$ cat src/common/adcsw_pkg.sv
// Purpose: Shared constants and types for the converter control block.
// Assumes: AXI4-Lite register access with 32-bit data.
// Notes:   Offsets are byte addresses.
package adcsw_pkg;
  // ============================================================
  // Register map
  localparam logic [7:0]  ADDR_STATUS   = 8'h00;
  localparam logic [7:0]  ADDR_CTRL0    = 8'h04;
  localparam logic [7:0]  ADDR_THRESH   = 8'h0C;
  localparam logic [7:0]  ADDR_IRQ_MASK = 8'h10;
  localparam logic [31:0] RESET_VALUE   = 32'h0000_0000;
  localparam logic [31:0] CTRL0_WMASK   = 32'h008F_EB7F;
  localparam logic [31:0] THRESH_RESET  = 32'h0FFF_0000;
  // ============================================================
  // Field positions of conversion_control_0
  localparam int WDOG_EN_BIT   = 23;
  localparam int SYNC_LSB      = 16;
  localparam int BURST_LSB     = 13;
  localparam int BURST_EN_BIT  = 11;
  localparam int WDOG_SC_BIT   = 9;
  localparam int SCAN_BIT      = 8;
  localparam int WDOG_IE_BIT   = 6;
  localparam int DONE_IE_BIT   = 5;
  localparam int WDOG_CH_LSB   = 0;
  // Status bit positions.
  localparam int STAT_WDOG_BIT = 0;
  localparam int STAT_DONE_BIT = 1;
  localparam logic [4:0] MAX_CHANNEL = 5'h11;
  // ============================================================
  // Follow-up delays in converter clock cycles
  localparam logic [4:0] FAST_DELAY = 5'h07;
  localparam logic [4:0] SLOW_DELAY = 5'h0E;
  // ============================================================
  // Types
  typedef enum logic [3:0] {
    SYNC_FREE     = 4'h0,
    SYNC_PARALLEL = 4'h6,
    SYNC_FU_FAST  = 4'h7,
    SYNC_FU_SLOW  = 4'h8
  } adcsw_sync_t;
  typedef struct packed {
    logic       watchdog_enable;
    logic [3:0] sync_select;
    logic [2:0] burst_count;
    logic       burst_enable;
    logic       single_channel;
    logic       scan_enable;
    logic       wdog_irq_enable;
    logic       done_irq_enable;
    logic [4:0] channel_select;
  } adcsw_ctrl_t;
  typedef struct packed {
    logic        valid;
    logic [4:0]  channel;
    logic [11:0] value;
    logic        seq_last;
  } adcsw_result_t;
endpackage : adcsw_pkg

$ cat src/rtl/adcsw_ctrl.sv
// Purpose: Sequencing, watchdog and sync control register of a converter.
// Assumes: One clock; AXI4-Lite slave; engine reports results on a port.
// Notes:   Behaviour
// Behaviour
// - Control word sits at offset 0x04 and reads zero after reset.
// - Bit 23 enables the watchdog on routine conversion results.
// - Bits 19:16 select free, parallel, fast or slow follow-up modes.
// - Sync field acts only in the primary converter's instance.
// - Discontinuous bursts convert burst count plus one channels.
// - Bit 11 splits the routine sequence into triggered bursts.
// - Bit 9 restricts the watchdog to the selected channel when scanning.
// - Bit 8 enables stepping through the routine sequence.
// - Bit 6 gates the watchdog flag onto the interrupt.
// - Bit 5 gates the end of conversion flag onto the interrupt.
// - Bits 4:0 pick channel 0 to 17 for single-channel watchdog.
// - Finishing a routine sequence sets the end of conversion flag.
// - A value outside the thresholds sets the watchdog event flag.
// - Fast follow-up starts secondary now, primary seven cycles later.
// - Slow follow-up: secondary, primary after 14, secondary after 14.
`timescale 1ns/1ps
module adcsw_ctrl
  import adcsw_pkg::*;
#(
  parameter bit IS_PRIMARY = 1'b1
) (
  // Clock and reset
  input  wire logic        clk,
  input  wire logic        arst_n,
  // AXI4-Lite write
  input  wire logic [7:0]  s_axi_awaddr,
  input  wire logic        s_axi_awvalid,
  output logic             s_axi_awready,
  input  wire logic [31:0] s_axi_wdata,
  input  wire logic [3:0]  s_axi_wstrb,
  input  wire logic        s_axi_wvalid,
  output logic             s_axi_wready,
  output logic [1:0]       s_axi_bresp,
  output logic             s_axi_bvalid,
  input  wire logic        s_axi_bready,
  // AXI4-Lite read
  input  wire logic [7:0]  s_axi_araddr,
  input  wire logic        s_axi_arvalid,
  output logic             s_axi_arready,
  output logic [31:0]      s_axi_rdata,
  output logic [1:0]       s_axi_rresp,
  output logic             s_axi_rvalid,
  input  wire logic        s_axi_rready,
  // Conversion engine
  input  wire adcsw_result_t result,
  input  wire logic        trigger,
  output adcsw_ctrl_t      ctrl,
  output logic [3:0]       burst_length,
  output logic             start_primary,
  output logic             start_secondary,
  // Interrupt
  output logic             irq
);
  // ============================================================
  // Register state
  logic [31:0] ctrl_reg, ctrl_next;
  logic [31:0] thresh_reg, thresh_next;
  logic [1:0]  stat_reg, stat_next;
  logic [1:0]  mask_reg, mask_next;
  logic        aw_reg, aw_next, w_reg, w_next, b_reg, b_next;
  logic [7:0]  awaddr_reg, awaddr_next;
  logic [31:0] wdata_reg, wdata_next;
  logic [3:0]  wstrb_reg, wstrb_next;
  logic [1:0]  bresp_reg, bresp_next;
  logic        r_reg, r_next;
  logic [31:0] rdata_reg, rdata_next;
  logic [1:0]  rresp_reg, rresp_next;
  logic [31:0] wmerge;
  logic        wr_fire, out_of_range, wdog_hit, done_hit;
  adcsw_sync_t sync_mode;

  typedef enum {ST_IDLE, ST_WAIT_PRI, ST_WAIT_SEC} adcsw_seq_t;
  adcsw_seq_t  seq_reg, seq_next;
  logic [4:0]  cnt_reg, cnt_next;
  logic        pri_reg, pri_next, sec_reg, sec_next;

  // ============================================================
  // Field decode
  always_comb begin
    ctrl.watchdog_enable = ctrl_reg[WDOG_EN_BIT];
    ctrl.sync_select     = ctrl_reg[SYNC_LSB +: 4];
    ctrl.burst_count     = ctrl_reg[BURST_LSB +: 3];
    ctrl.burst_enable    = ctrl_reg[BURST_EN_BIT];
    ctrl.single_channel  = ctrl_reg[WDOG_SC_BIT];
    ctrl.scan_enable     = ctrl_reg[SCAN_BIT];
    ctrl.wdog_irq_enable = ctrl_reg[WDOG_IE_BIT];
    ctrl.done_irq_enable = ctrl_reg[DONE_IE_BIT];
    ctrl.channel_select  = ctrl_reg[WDOG_CH_LSB +: 5];
  end
  // A zero burst count still converts one channel.
  assign burst_length = ctrl.burst_enable ? {1'b0, ctrl.burst_count} + 4'h1
                                          : 4'h0;
  // The secondary converter ignores its own copy of the sync field.
  assign sync_mode = IS_PRIMARY ? adcsw_sync_t'(ctrl.sync_select)
                                : SYNC_FREE;

  // ============================================================
  // Watchdog and status flags
  always_comb begin
    out_of_range = (result.value < thresh_reg[11:0])
                 || (result.value > thresh_reg[27:16]);
    wdog_hit = result.valid && ctrl.watchdog_enable && out_of_range
             && (!(ctrl.scan_enable && ctrl.single_channel)
                 || (ctrl.channel_select <= MAX_CHANNEL
                     && result.channel == ctrl.channel_select));
    done_hit = result.valid && result.seq_last;
  end

  // ============================================================
  // AXI4-Lite slave
  assign wr_fire = aw_reg && w_reg && !b_reg;
  always_comb begin
    for (int i = 0; i < 4; i++) begin
      wmerge[8*i +: 8] = wstrb_reg[i] ? wdata_reg[8*i +: 8]
                                      : ctrl_reg[8*i +: 8];
    end
  end
  always_comb begin
    aw_next = aw_reg;
    w_next = w_reg;
    b_next = b_reg;
    awaddr_next = awaddr_reg;
    wdata_next = wdata_reg;
    wstrb_next = wstrb_reg;
    bresp_next = bresp_reg;
    ctrl_next = ctrl_reg;
    thresh_next = thresh_reg;
    mask_next = mask_reg;
    stat_next = stat_reg;
    r_next = r_reg;
    rdata_next = rdata_reg;
    rresp_next = rresp_reg;
    if (s_axi_awvalid && s_axi_awready) begin
      aw_next = 1'b1;
      awaddr_next = s_axi_awaddr;
    end
    if (s_axi_wvalid && s_axi_wready) begin
      w_next = 1'b1;
      wdata_next = s_axi_wdata;
      wstrb_next = s_axi_wstrb;
    end
    if (wr_fire) begin
      aw_next = 1'b0;
      w_next = 1'b0;
      b_next = 1'b1;
      bresp_next = 2'b00;
      case (awaddr_reg)
        ADDR_CTRL0:    ctrl_next = wmerge & CTRL0_WMASK;
        ADDR_THRESH:   thresh_next = wdata_reg & 32'h0FFF_0FFF;
        ADDR_IRQ_MASK: mask_next = wdata_reg[1:0];
        ADDR_STATUS:   stat_next = stat_reg & ~wdata_reg[1:0];
        default:       bresp_next = 2'b10;
      endcase
    end
    if (s_axi_bvalid && s_axi_bready) begin
      b_next = 1'b0;
    end
    // Hardware set wins over a same-cycle software clear.
    if (wdog_hit) begin
      stat_next[STAT_WDOG_BIT] = 1'b1;
    end
    if (done_hit) begin
      stat_next[STAT_DONE_BIT] = 1'b1;
    end
    if (s_axi_arvalid && s_axi_arready) begin
      r_next = 1'b1;
      rresp_next = 2'b00;
      case (s_axi_araddr)
        ADDR_CTRL0:    rdata_next = ctrl_reg;
        ADDR_THRESH:   rdata_next = thresh_reg;
        ADDR_IRQ_MASK: rdata_next = {30'h0, mask_reg};
        ADDR_STATUS:   rdata_next = {30'h0, stat_reg};
        default: begin
          rdata_next = RESET_VALUE;
          rresp_next = 2'b10;
        end
      endcase
    end else if (s_axi_rvalid && s_axi_rready) begin
      r_next = 1'b0;
    end
  end
  assign s_axi_awready = !aw_reg && !b_reg;
  assign s_axi_wready  = !w_reg && !b_reg;
  assign s_axi_bvalid  = b_reg;
  assign s_axi_bresp   = bresp_reg;
  assign s_axi_arready = !r_reg;
  assign s_axi_rvalid  = r_reg;
  assign s_axi_rdata   = rdata_reg;
  assign s_axi_rresp   = rresp_reg;

  // ============================================================
  // Interrupt: both the control enables and the mask must allow it.
  assign irq = (stat_reg[STAT_DONE_BIT] && ctrl.done_irq_enable
                && mask_reg[STAT_DONE_BIT])
            || (stat_reg[STAT_WDOG_BIT] && ctrl.wdog_irq_enable
                && mask_reg[STAT_WDOG_BIT]);

  // ============================================================
  // Sync start sequencing
  always_comb begin
    seq_next = seq_reg;
    cnt_next = cnt_reg;
    pri_next = 1'b0;
    sec_next = 1'b0;
    case (seq_reg)
      ST_IDLE: begin
        if (trigger) begin
          case (sync_mode)
            SYNC_FU_FAST: begin
              sec_next = 1'b1;
              cnt_next = FAST_DELAY - 5'h1;
              seq_next = ST_WAIT_PRI;
            end
            SYNC_FU_SLOW: begin
              sec_next = 1'b1;
              cnt_next = SLOW_DELAY - 5'h1;
              seq_next = ST_WAIT_PRI;
            end
            SYNC_PARALLEL: begin
              sec_next = 1'b1;
              pri_next = 1'b1;
            end
            default: pri_next = 1'b1;
          endcase
        end
      end
      ST_WAIT_PRI: begin
        if (cnt_reg != 5'h0) begin
          cnt_next = cnt_reg - 5'h1;
        end else begin
          pri_next = 1'b1;
          if (sync_mode == SYNC_FU_SLOW) begin
            cnt_next = SLOW_DELAY - 5'h1;
            seq_next = ST_WAIT_SEC;
          end else begin
            seq_next = ST_IDLE;
          end
        end
      end
      ST_WAIT_SEC: begin
        if (cnt_reg != 5'h0) begin
          cnt_next = cnt_reg - 5'h1;
        end else begin
          sec_next = 1'b1;
          seq_next = ST_IDLE;
        end
      end
      default: seq_next = ST_IDLE;
    endcase
  end
  assign start_primary   = pri_reg;
  assign start_secondary = sec_reg;

  // ============================================================
  // State registers
  always_ff @(posedge clk or negedge arst_n) begin
    if (!arst_n) begin
      ctrl_reg   <= RESET_VALUE;
      thresh_reg <= THRESH_RESET;
      stat_reg   <= 2'h0;
      mask_reg   <= 2'h0;
      aw_reg     <= 1'b0;
      w_reg      <= 1'b0;
      b_reg      <= 1'b0;
      awaddr_reg <= 8'h00;
      wdata_reg  <= 32'h0000_0000;
      wstrb_reg  <= 4'h0;
      bresp_reg  <= 2'b00;
      r_reg      <= 1'b0;
      rdata_reg  <= 32'h0000_0000;
      rresp_reg  <= 2'b00;
      seq_reg    <= ST_IDLE;
      cnt_reg    <= 5'h00;
      pri_reg    <= 1'b0;
      sec_reg    <= 1'b0;
    end else begin
      ctrl_reg   <= ctrl_next;
      thresh_reg <= thresh_next;
      stat_reg   <= stat_next;
      mask_reg   <= mask_next;
      aw_reg     <= aw_next;
      w_reg      <= w_next;
      b_reg      <= b_next;
      awaddr_reg <= awaddr_next;
      wdata_reg  <= wdata_next;
      wstrb_reg  <= wstrb_next;
      bresp_reg  <= bresp_next;
      r_reg      <= r_next;
      rdata_reg  <= rdata_next;
      rresp_reg  <= rresp_next;
      seq_reg    <= seq_next;
      cnt_reg    <= cnt_next;
      pri_reg    <= pri_next;
      sec_reg    <= sec_next;
    end
  end
endmodule : adcsw_ctrl

$ cat config.mk
export PLATFORM = sky130hd
export DESIGN_NAME = adcsw_ctrl
export DESIGN_NICKNAME = d
export VERILOG_FILES = /design/src/common/adcsw_pkg.sv /design/src/rtl/adcsw_ctrl.sv
export SDC_FILE = /design/constraint.sdc
export NUM_CORES = 1
export LEC_CHECK = 0
export BUFFER_PORTS_ARGS = -buffer_cell sky130_fd_sc_hd__buf_4
export CAP_MARGIN = 40
export CORE_MARGIN = 10
export CORE_UTILIZATION = 35
export DETAILED_ROUTE_END_ITERATION = 6
export PLACE_DENSITY = 0.61
export SLEW_MARGIN = 30
export SYNTH_ARGS = -nofsm -noshare
export SYNTH_HDL_FRONTEND = slang
export SYNTH_SLANG_ARGS = --single-unit
$ cat constraint.sdc
create_clock -name clk -period 2 [get_ports clk]
set_input_delay 0.4 -clock clk [delete_from_list [all_inputs] [get_ports clk]]
set_output_delay 0.4 -clock clk [all_outputs]
set_load 0.01 [all_outputs]
### Word-level counts from Yosys, hierarchy flattened

Cells that the tools add are included.

* flip-flop bits (word level): 164
* input bits: 79
* logic and storage cells: 135
* output and inout port bits: 66

* muxes and demuxes: 35
* add/subtract/negate cells: 2
* reduce and logical (&&, ||, !) cells: 53
* order comparisons: 3
* eq/ne operators: 19
* bitwise logic cells: 2

Operator list (count)
* 32-bit two-way mux: 4
* 28-bit case mux with 4 select lines: 1
* 32-bit case mux with 3 select lines: 1
* 32-bit by 1-bit equality test with 1-bit output (second input constant): 1
* 32-bit by 2-bit equality test with 1-bit output (second input constant): 1
* 32-bit zero test: 1
* 5-bit two-way mux: 4
* 1-bit logical AND: 19
* 8-bit by 3-bit equality test with 1-bit output (second input constant): 2
* 8-bit by 4-bit equality test with 1-bit output (second input constant): 2
* 8-bit by 5-bit equality test with 1-bit output (second input constant): 2
* 8-bit zero test: 2
* 2-bit nonzero test: 8
* 1-bit two-way mux: 15
* 5-bit case mux with 3 select lines: 1
* 12-bit greater-than comparator: 1
* 12-bit < comparator: 1
* 2-bit two-way mux: 5
* 2-bit != test (second input constant): 5
* 5-bit case mux with 2 select lines: 1
* 3-bit AND reduction: 3
* 4-bit by 3-bit equality test with 1-bit output (second input constant): 2
* 2-bit AND reduction: 4
* 4-bit OR reduction: 2
* 19 further kinds: 26

### Logic depth before layout (Yosys ltp)

Gate-level depths: netlist of the first run.

* depth after elaboration: 6
* gate-level depth with buffers: 8
* gate-level depth less buffers: 8

### Worst setup path after synthesis of the first run

OpenSTA, ideal clock, no wires.

* kind: reg-to-reg
* from: reg awaddr_reg[1]
* to: reg ctrl_reg[0]
* arrival time: 1.802 ns
* data required time: 1.875 ns
* buffers on the path: 0
* cell stages (with the launch flop): 6
* clock period less this slack: 1.927 ns
* path slack: 0.073 ns
* path through: dfrtp_1 -> or4_4 -> nor3_4 -> and4bb_4 -> nand2_4 -> mux2_4

* longest elaborated chain between the ends: 2

RTL lines
* start, declared: line adcsw_ctrl.sv:65 `logic [7:0] awaddr_reg, awaddr_next;`
* start signal, assigned: line adcsw_ctrl.sv:288 `awaddr_reg <= awaddr_next;`
* 8-bit by 3-bit equality test with 1-bit output: line adcsw_ctrl.sv:151 `case (awaddr_reg)`
* 3-bit AND reduction (no line)
* end signal, assigned: line adcsw_ctrl.sv:281 `ctrl_reg <= ctrl_next;`
* end, declared: line adcsw_ctrl.sv:60 `logic [31:0] ctrl_reg, ctrl_next;`

No other way between the ends.
A chain may end at the register's enable or synchronous reset.

### Worst setup path in the final report of the first run

* from: reg awaddr_reg[1]
* to: reg ctrl_reg[13]

The elaborated chain is that of the path after synthesis.

==> flow_metrics.tcl, run 1 <==
set metrics [dict create \
    outcome "complete, but fails checks" \
    violations "negative setup slack" \
    n_antenna_cell 0 \
    fin_skew_ps 13.7 \
    htree_levels 4 \
    gr-total-overflow 0 \
    crit_slowest_cell "or4_4" \
    synthTopCellsByArea "dfrtp_1 47%, mux2_2 8.2%, ha_1 6.0%" \
    dp_hpwl_um 12600 \
    areaGrowthSynthToFinish_pct 35.2 \
    drive_gt1_share_pct 41.7 \
    detailroute.wirelength.met2_um 8240 \
    post-route-util_pct 48.6 \
    cts_tree "done" \
    cp.arrival_ps 2360 \
    grt_pass1_wl_um 25700 \
    top_layer "met4" \
    required_ps 2300 \
    holdCritPathClass "in2reg" \
    synthesis.area_um2 6030 \
    nFillCells 1528 \
    final_max_slew_viol_count 0 \
    portBuffers 131 \
    maxClockFrequency_mhz 486 \
    num-nets-final 791 \
    remaining_drc_errors 0 \
    synth_top_area_cell "dfrtp_1" \
    synth_seq_cells 126 \
    place_area_um2 7410 \
    final_area_um2 8150 \
    routed_wl_um 16900 \
    die_width_um 151 \
    ys_seq_area_share_pct 52.5 \
    cpPeakStageDelay_ps 550 \
    period_share_pct 103 \
    multiInputGateArea_um2 2690 \
    viasPerCell 4.90 \
    cts_root_buf "clkbuf_16" \
    start_util_pct 36.0 \
    avgSynthCellArea_um2 11.6 \
    grt_pass1_vias 4894 \
    synth_edf_count 0 \
    num_rows 47 \
    pre_cts_slack_ps -52.5 \
    die_h_um 151 \
    fin_crit_ps 2060 \
    crit_path_max_fanout 6 \
    crit_type "reg2reg" \
    synth_flop_cell "dfrtp_1" \
    io_pins 145 \
    finalSetupViolCount 26 \
    path_clk_slew_ps 60 \
    clock_path_buffers 2 \
    wl_met1_um 7150 \
    setup_ws_ps -59.7 \
    clkSinkCount 126 \
    peakVddDrop_mv 0.807 \
    rsz0062_at_grt "true" \
    power_density_nw_per_um2 1110 \
    core-area_um2 16800 \
    cts_buffers 17 \
    via_count 4484 \
    p_leak_uw 0.00385 \
    clk_latency_ps 420 \
    maxCapViolCount 0 \
    grt_max_degree 32 \
    cp_top_family "simple AND/OR/NAND/NOR gates" \
    yosysUniqueCellTypes 55 \
    start_kind "flip-flop" \
    finalHoldViolations 0 \
    seqCellArea_um2 3170 \
    die_area_um2 22900 \
    drt_pass1_iterations 5 \
    cp_num_buf_inv 0 \
    path_cells "or4_4 > nor3_4 > and4bb_4 > nand2_4 > mux2_4" \
    end_kind "flip-flop" \
    synthArstFlopShare_pct 100 \
    ant_nets 0 \
    detail_route.wl_per_cell_um 18.5 \
    rrSetupSlack_ps -60 \
    route.met3.wl_um 1360 \
    synth.top_cell.area_share_pct 47.3 \
    yosysWarnings 0 \
    finalPower_uw 9070 \
    whs_ps 165 \
    antenna_found_initial 0 \
    drtIter0Drc 158 \
    place_congestion 0.827 \
    synth_cells 519 \
    track_usage_pct 14.6 \
]
[area by class of cell]
class / count / share of cell area [%]
flip-flops and latches: 126 / 38.9
multi-input cells: 344 / 33.0
repair buffers: 162 / 16.3
clock buffers: 20 / 5.48
well taps: 220 / 3.38
inverters: 32 / 1.47
clock inverters: 12 / 1.43
[worst paths after layout]
| kind | from | to | cells after the start |
|---|---|---|---|
| max reg2reg | awaddr_reg[1] | ctrl_reg[13] | 5 |
| max in group asynchronous | arst_n | thresh_reg[25] | 3 |
| max | awaddr_reg[1] | ctrl_reg[13] | 5 |
| min | s_axi_rready | s_axi_rvalid | 2 |
| min reg2reg | s_axi_rdata[19] | s_axi_rdata[19] | 2 |
| min in group asynchronous | arst_n | ctrl_reg[2] | 2 |
[kinds of logic (layout without fill, tap and decap cells)]
| family | after synthesis | in the layout | synth area share, % |
|---|---|---|---|
| AOI/OAI and AO/OA | 99 | 99 | 9.83 |
| xor gates and xnor gates | 5 | 5 | 0.726 |
| adders and majority gates | 29 | 29 | 6.02 |
| buffers and inverters | 55 | 226 | 4.09 |
| DFF | 126 | 126 | 52.5 |
| muxes | 81 | 81 | 15.9 |
| other | 1 | 7 | 0.0622 |
| and+or+nand+nor | 123 | 123 | 10.9 |
[per-layer routing]
layer  global-route usage (%)  vias to the layer above
met5                        0                        -
met3                     5.49                       17
met2                     24.1                      127
met4                     4.52                        0
li1                         -                     2152
met1                     17.3                     2188
[placed cells by master, fill, tap and decap left out, types with 11 or more instances in the layout]
master     synthesis  final
a21oi_1           15     14
buf_4             10    150
clkbuf_16          0     19
dfrtp_1          114    112
dfstp_2           12     12
ha_1              29     29
inv_1             32     32
mux2_2            44     44
mux2_4            18     18
mux2i_1           19     19
nand2_1           57     54
nor2_1            16     15
o21ai_0           52     39
o21ai_1            1     11
[power by group]
part	total, µW	internal (µW)	leakage, µW	switching [µW]
Combinational	2350	1270	0.00201	1080
Sequential	3800	3240	0.00159	560
Clock	2930	1750	0.000259	1180
[what timing repair did]
action	4_1_cts	5_1_grt
setup buffers	2	3
hold endpoints to repair	19	0
pin swaps	1	3
gates resized for setup	3	30
gates cloned	0	4
hold buffers	1	0
endpoints found under the setup margin	22	48
[metrics by stage]
step           instances  TNS, ps
6_report             916     -942
5_1_grt              916    -3720
4_1_cts              909     -748
3_5_place_dp         874     -388
3_3_place_gp         874    -16.7
2_1_floorplan        525        0
[cells in the mapped netlist, drive strengths merged, types with 4 or more instances]
cell and instances:
dfstp 12, nand4 6, a21o 5, and2 5, nor3 7, dfrtp 114
clkbuf 8, nor2b 4, nor2 17, a21oi 15, mux2 62, inv 32
buf 15, mux2i 19, a22o 10, ha 29, nand3 6, o21ai 53
nand2 60
[worst register-to-register path, stage by stage (launching register included)]
cell and delay, ps:
dfrtp_1 380, or4_4 550, nor3_4 190, and4bb_4 360
nand2_4 130, mux2_4 320
Note: power is estimated with default switching activity, not from simulation.
==> run 2: changes to the inputs <==
Settings changed: SKIP_LAST_GASP set to 1.
==> run 2 against run 1 <==
- the flow still finishes with violations (negative setup slack)
- core utilization rose by 0.61 points
- fmax barely moved
- global-route usage did not move
- non-clock buffer count rose by 2
- critical endpoint unchanged
- largest power group unchanged
- highest routed layer unchanged
==> flow_metrics.tcl, run 2 (synthesis gave the netlist of run 1 again) <==
set metrics [dict create \
    outcome "complete, but fails checks" \
    violations "negative setup slack" \
    placed_cells_incl_taps 874 \
    cts_buffers 17 \
    finalPower_uw 9110 \
    peakVddDrop_mv 0.813 \
    portBuffers 131 \
    pre_cts_slack_ps -52.5 \
    clkSinkCount 126 \
    grt_pass1_wl_um 25700 \
    holdCritPathClass "in2reg" \
    num_rows 47 \
    p_int_uw 6270 \
    drive_gt1_share_pct 44.3 \
    fin_crit_ps 2060 \
    clkPwrFrac_pct 32.1 \
    period_share_pct 103 \
    grt_max_degree 32 \
    routed_wl_um 16900 \
    dp_hpwl_um 12600 \
    drtIter0Drc 172 \
    final.setup.tns_ps -752 \
    cts_tree "done" \
    path_clk_slew_ps 60 \
    clock_path_buffers 2 \
    cp.arrival_ps 2360 \
    ant_nets 0 \
    die_width_um 151 \
    p_seq_share_pct 41.9 \
    n_antenna_cell 0 \
    clk_latency_ps 420 \
    via_count 4489 \
    remaining_drc_errors 0 \
    maxCapViolCount 0 \
    die_area_um2 22900 \
    track_usage_pct 14.6 \
    layout_common_cells "148 x buf_4, 112 x dfrtp_1, 43 x mux2_2, 41 x nand2_1" \
    place_congestion 0.827 \
    start_kind "flip-flop" \
    final_max_slew_viol_count 0 \
    finalSetupViolCount 19 \
    end_kind "flip-flop" \
    p_switching_uw 2840 \
    io_pins 145 \
    gr-total-overflow 0 \
    p_leak_uw 0.00390 \
    antenna_found_initial 0 \
    fin_skew_ps 13.4 \
    start_util_pct 36.0 \
    rsz0062_at_grt "true" \
    required_ps 2300 \
    final_cells 918 \
    detail_route.wl_per_cell_um 18.4 \
    share_comb_of_total_power_pct 25.9 \
    viasPerCell 4.89 \
    areaGrowthSynthToFinish_pct 36.9 \
    final_common_cell "buf_4" \
    core-area_um2 16800 \
    grt_pass1_vias 4894 \
    p_sw_share_pct 31.2 \
    wl_met1_um 7210 \
    detailroute.wirelength.met2_um 8230 \
    crit_type "reg2reg" \
    route.met3.wl_um 1280 \
    top_layer "met4" \
    drt_pass1_iterations 4 \
    finalHoldViolations 0 \
    setup_ws_ps -58.3 \
    die_h_um 151 \
    power_density_nw_per_um2 1100 \
    num-nets-final 793 \
    htree_levels 4 \
    crit_path_max_fanout 6 \
    cts_root_buf "clkbuf_16" \
    maxClockFrequency_mhz 486 \
]
-- run 2: power by group through the flow --
stage	clock network, µW	registers, µW	logic (µW)
4_1_cts	2970	3780	2290
6_report	2930	3820	2360
3_5_place_dp	0	3820	2270
5_1_grt	3110	3920	2620
2_1_floorplan	0	3680	1510
3_3_place_gp	0	3780	2170
-- run 2: final timing paths --
check	startpoint	endpoint	slack [ps]	cells past startpoint
min in group asynchronous	arst_n	ctrl_reg[2]	470	2
min	s_axi_rready	s_axi_rvalid	160	2
max in group asynchronous	arst_n	thresh_reg[26]	910	3
max reg2reg	awaddr_reg[1]	ctrl_reg[13]	-60	5
max	awaddr_reg[1]	ctrl_reg[13]	-60	5
min reg2reg	s_axi_rdata[19]	s_axi_rdata[19]	480	2
-- run 2: routing by layer --
layer  global-route usage (%)  up-vias
met4                     4.52        0
met1                     17.3     2193
li1                         -     2159
met2                     24.1      119
met3                     5.49       18
met5                        0        -
-- run 2: worst max-delay path, cell delays in order, from the launching register on --
cell	delay, ps
dfrtp_1	380
or4_4	550
nor3_4	190
and4bb_4	360
nand2_4	130
mux2_4	320
-- run 2: repair_timing --
item	CTS	global route
hold endpoints to repair	19	0
gates resized for setup	1	60
hold buffers	1	0
gates cloned	0	4
pin swaps	1	12
endpoints found under the setup margin	22	48
buffers inserted	2	5
-- run 2: through the flow --
stage,cell area [µm²],utilization [%],hold WS (ps)
after floorplan,6050,-,104
after global placement,7410,44.2,353
after detailed placement,7410,44.2,352
after CTS,8000,47.7,146
after global routing,8250,49.2,168
final,8250,49.2,162
-- run 2: final cells by class --
class,count,area [µm²]
clock inverter,12,116
inverter,32,120
sequential,126,3170
tap,220,275
timing repair buffer,164,1380
clock buffer,20,447
multi-input combinational,344,2750
fill,1515,8510
==> run 3: changes to the inputs <==
Settings changed: CORE_UTILIZATION 35 to 30, PLACE_DENSITY 0.61 to 0.55, RECOVER_POWER set to 100.
==> run 3 against run 2 <==
- the run still ends with negative setup slack left
- first-iteration DRC count decreased by 18%
- clock power increased by 7.8%
- largest power group unchanged
- clock-buffer cell count decreased by 2
- global-route usage decreased by 1.3 points
- via count decreased by 0.11%
- routed wire length increased by 1.1%
- power increased by 1.2%
- critical path type unchanged
- final cell count increased by 4.6%
- die area increased by 14%
- register-to-register slack improved by 20 ps
- hold slack got worse by 2.2 ps
==> flow_metrics.tcl, run 3 (synthesis gave the netlist of run 1 again) <==
set metrics [dict create \
    busiest_layer "met2" \
    die_area_um2 26200 \
    path_clk_slew_ps 60 \
    n_antenna_cell 0 \
    detail_route.wl_per_cell_um 17.8 \
    portBuffers 131 \
    final.setup.tns_ps -461 \
    cp.arrival_ps 2330 \
    finalHoldViolations 0 \
    cts_buffers 17 \
    drtIter0Drc 141 \
    crit_type "reg2reg" \
    via_count 4484 \
    nFillCells 1954 \
    fin_crit_ps 2030 \
    dp_hpwl_um 13300 \
    peakVddDrop_mv 0.564 \
    die_h_um 162 \
    gr-total-overflow 0 \
    cts_tree "done" \
    maxClockFrequency_mhz 492 \
    grt_use_met3_pct 4.85 \
    grt_pass1_wl_um 27100 \
    use_met2_pct 22.2 \
    layout_common_cells "123 x buf_4, 112 x dfrtp_1, 57 x nand2_1, 50 x o21ai_0, 42 x mux2_2" \
    cts_root_buf "clkbuf_16" \
    setup_ws_ps -33.9 \
    ant_nets 0 \
    clkSinkCount 126 \
    num-nets-final 790 \
    remaining_drc_errors 0 \
    place_congestion 0.818 \
    viasPerCell 4.67 \
    antenna_found_initial 0 \
    areaGrowthSynthToFinish_pct 33.7 \
    crit_slowest_cell "or4_4" \
    r2r_cells 5 \
    finalSetupViolCount 18 \
    io_pins 145 \
    num_rows 51 \
    holdCritStartpoint "s_axi_bready" \
    hold_depth 2 \
    drt_pass1_iterations 4 \
    htree_levels 4 \
    rrSetupSlack_ps -30 \
    clock_path_buffers 2 \
    worstReg2RegStart "awaddr_reg[1]" \
    grt_max_degree 58 \
    track_usage_pct 13.3 \
    start_util_pct 30.8 \
    grt_pass1_vias 4835 \
    cpPeakStageDelay_ps 550 \
    final_max_slew_viol_count 0 \
    drive_gt1_share_pct 37.6 \
    routed_wl_um 17100 \
    rsz0062_at_grt "true" \
    end_kind "flip-flop" \
    clk_latency_ps 420 \
    start_kind "flip-flop" \
    tightestPinTransition_ps 806 \
    fin_skew_ps 13.5 \
    whs_ps 160 \
    period_share_pct 102 \
    power_density_nw_per_um2 1140 \
    core-area_um2 19600 \
    outcome "complete, but fails checks" \
    holdCritPathClass "in2reg" \
    crit_path_max_fanout 7 \
    p_leak_uw 0.00374 \
    grtUsageMet1_pct 15.8 \
    violations "negative setup slack" \
    maxCapViolCount 0 \
    die_width_um 162 \
    r2r-end "ctrl_reg[2]" \
    required_ps 2300 \
    maxSlewHeadroom_pct 46.3 \
    path_cells "or4_4 > nor3_4 > and4bb_4 > nand2_4 > mux2_4" \
    final_common_cell "buf_4" \
    min_to "s_axi_bvalid" \
]
[run 3: changes by cell type in the layout (fill, tap and decap cells not counted), moves of 5 or more]
cell,delta
buf_12,-5
buf_4,-25
clkbuf_1,+25
nand2_1,+16
nand2_2,-15
o21ai_0,+18
o21ai_1,-11
o21ai_2,-7
[run 3: worst max path at each step]
stage | start | end | slack (ps)
after CTS | awaddr_reg[1] | ctrl_reg[0] | -40
after floorplan | awaddr_reg[1] | ctrl_reg[0] | 70
after global placement | result[2] | stat_reg[0] | -150
after global routing | awaddr_reg[1] | ctrl_reg[4] | -110
after detailed placement | result[2] | stat_reg[0] | -120
final | awaddr_reg[1] | ctrl_reg[2] | -30
[run 3: metal layers]
metal,vias to the layer above,share of wire (%)
met2,99,49
met1,2232,43
met5,-,0
met3,14,6.0
met4,0,1.2
li1,2139,-
[run 3: worst max-delay path, delay by kind of cell, from the launching register on]
family,cells,cell delay [ps]
AND/OR/NAND/NOR,4,1220
flip-flops,1,380
multiplexers,1,310
[run 3: through the flow]
stage                     total power (µW)  area [µm²]  instances  utilization (%)  setup slack (ps)
after floorplan                       5180        6050        525                -              72.6
after global placement                5970        7470        924             38.2              -152
after detailed placement              6090        7470        924             38.2              -121
after CTS                             9330        8130        958             41.5             -39.8
after global routing                  9800        8060        960             41.2              -106
final                                 9220        8060        960             41.2             -33.9
[run 3: repair_timing]
item,in CTS,in global routing
hold endpoints to repair,30,0
hold buffers,1,0
setup endpoints to repair,32,45
gates resized for setup,8,15
pin swaps,4,6
buffers inserted,1,2
[run 3: where the power goes]
part           internal [µW]  switching [µW]  leakage (µW)
clock                   1990            1170      0.000292
sequential              3240             537       0.00159
combinational           1240            1050       0.00186
[run 3: layout make-up]
cell class                      count  area [µm²]  share of cell area (%)
Clock buffer                       18         439                    5.45
Clock inverter                     14         168                    2.08
Inverter                           32         120                    1.49
Multi-Input combinational cell    344        2690                    33.3
Sequential cell                   126        3170                    39.3
Tap cell                          265         332                    4.11
Timing Repair Buffer              161        1150                    14.2
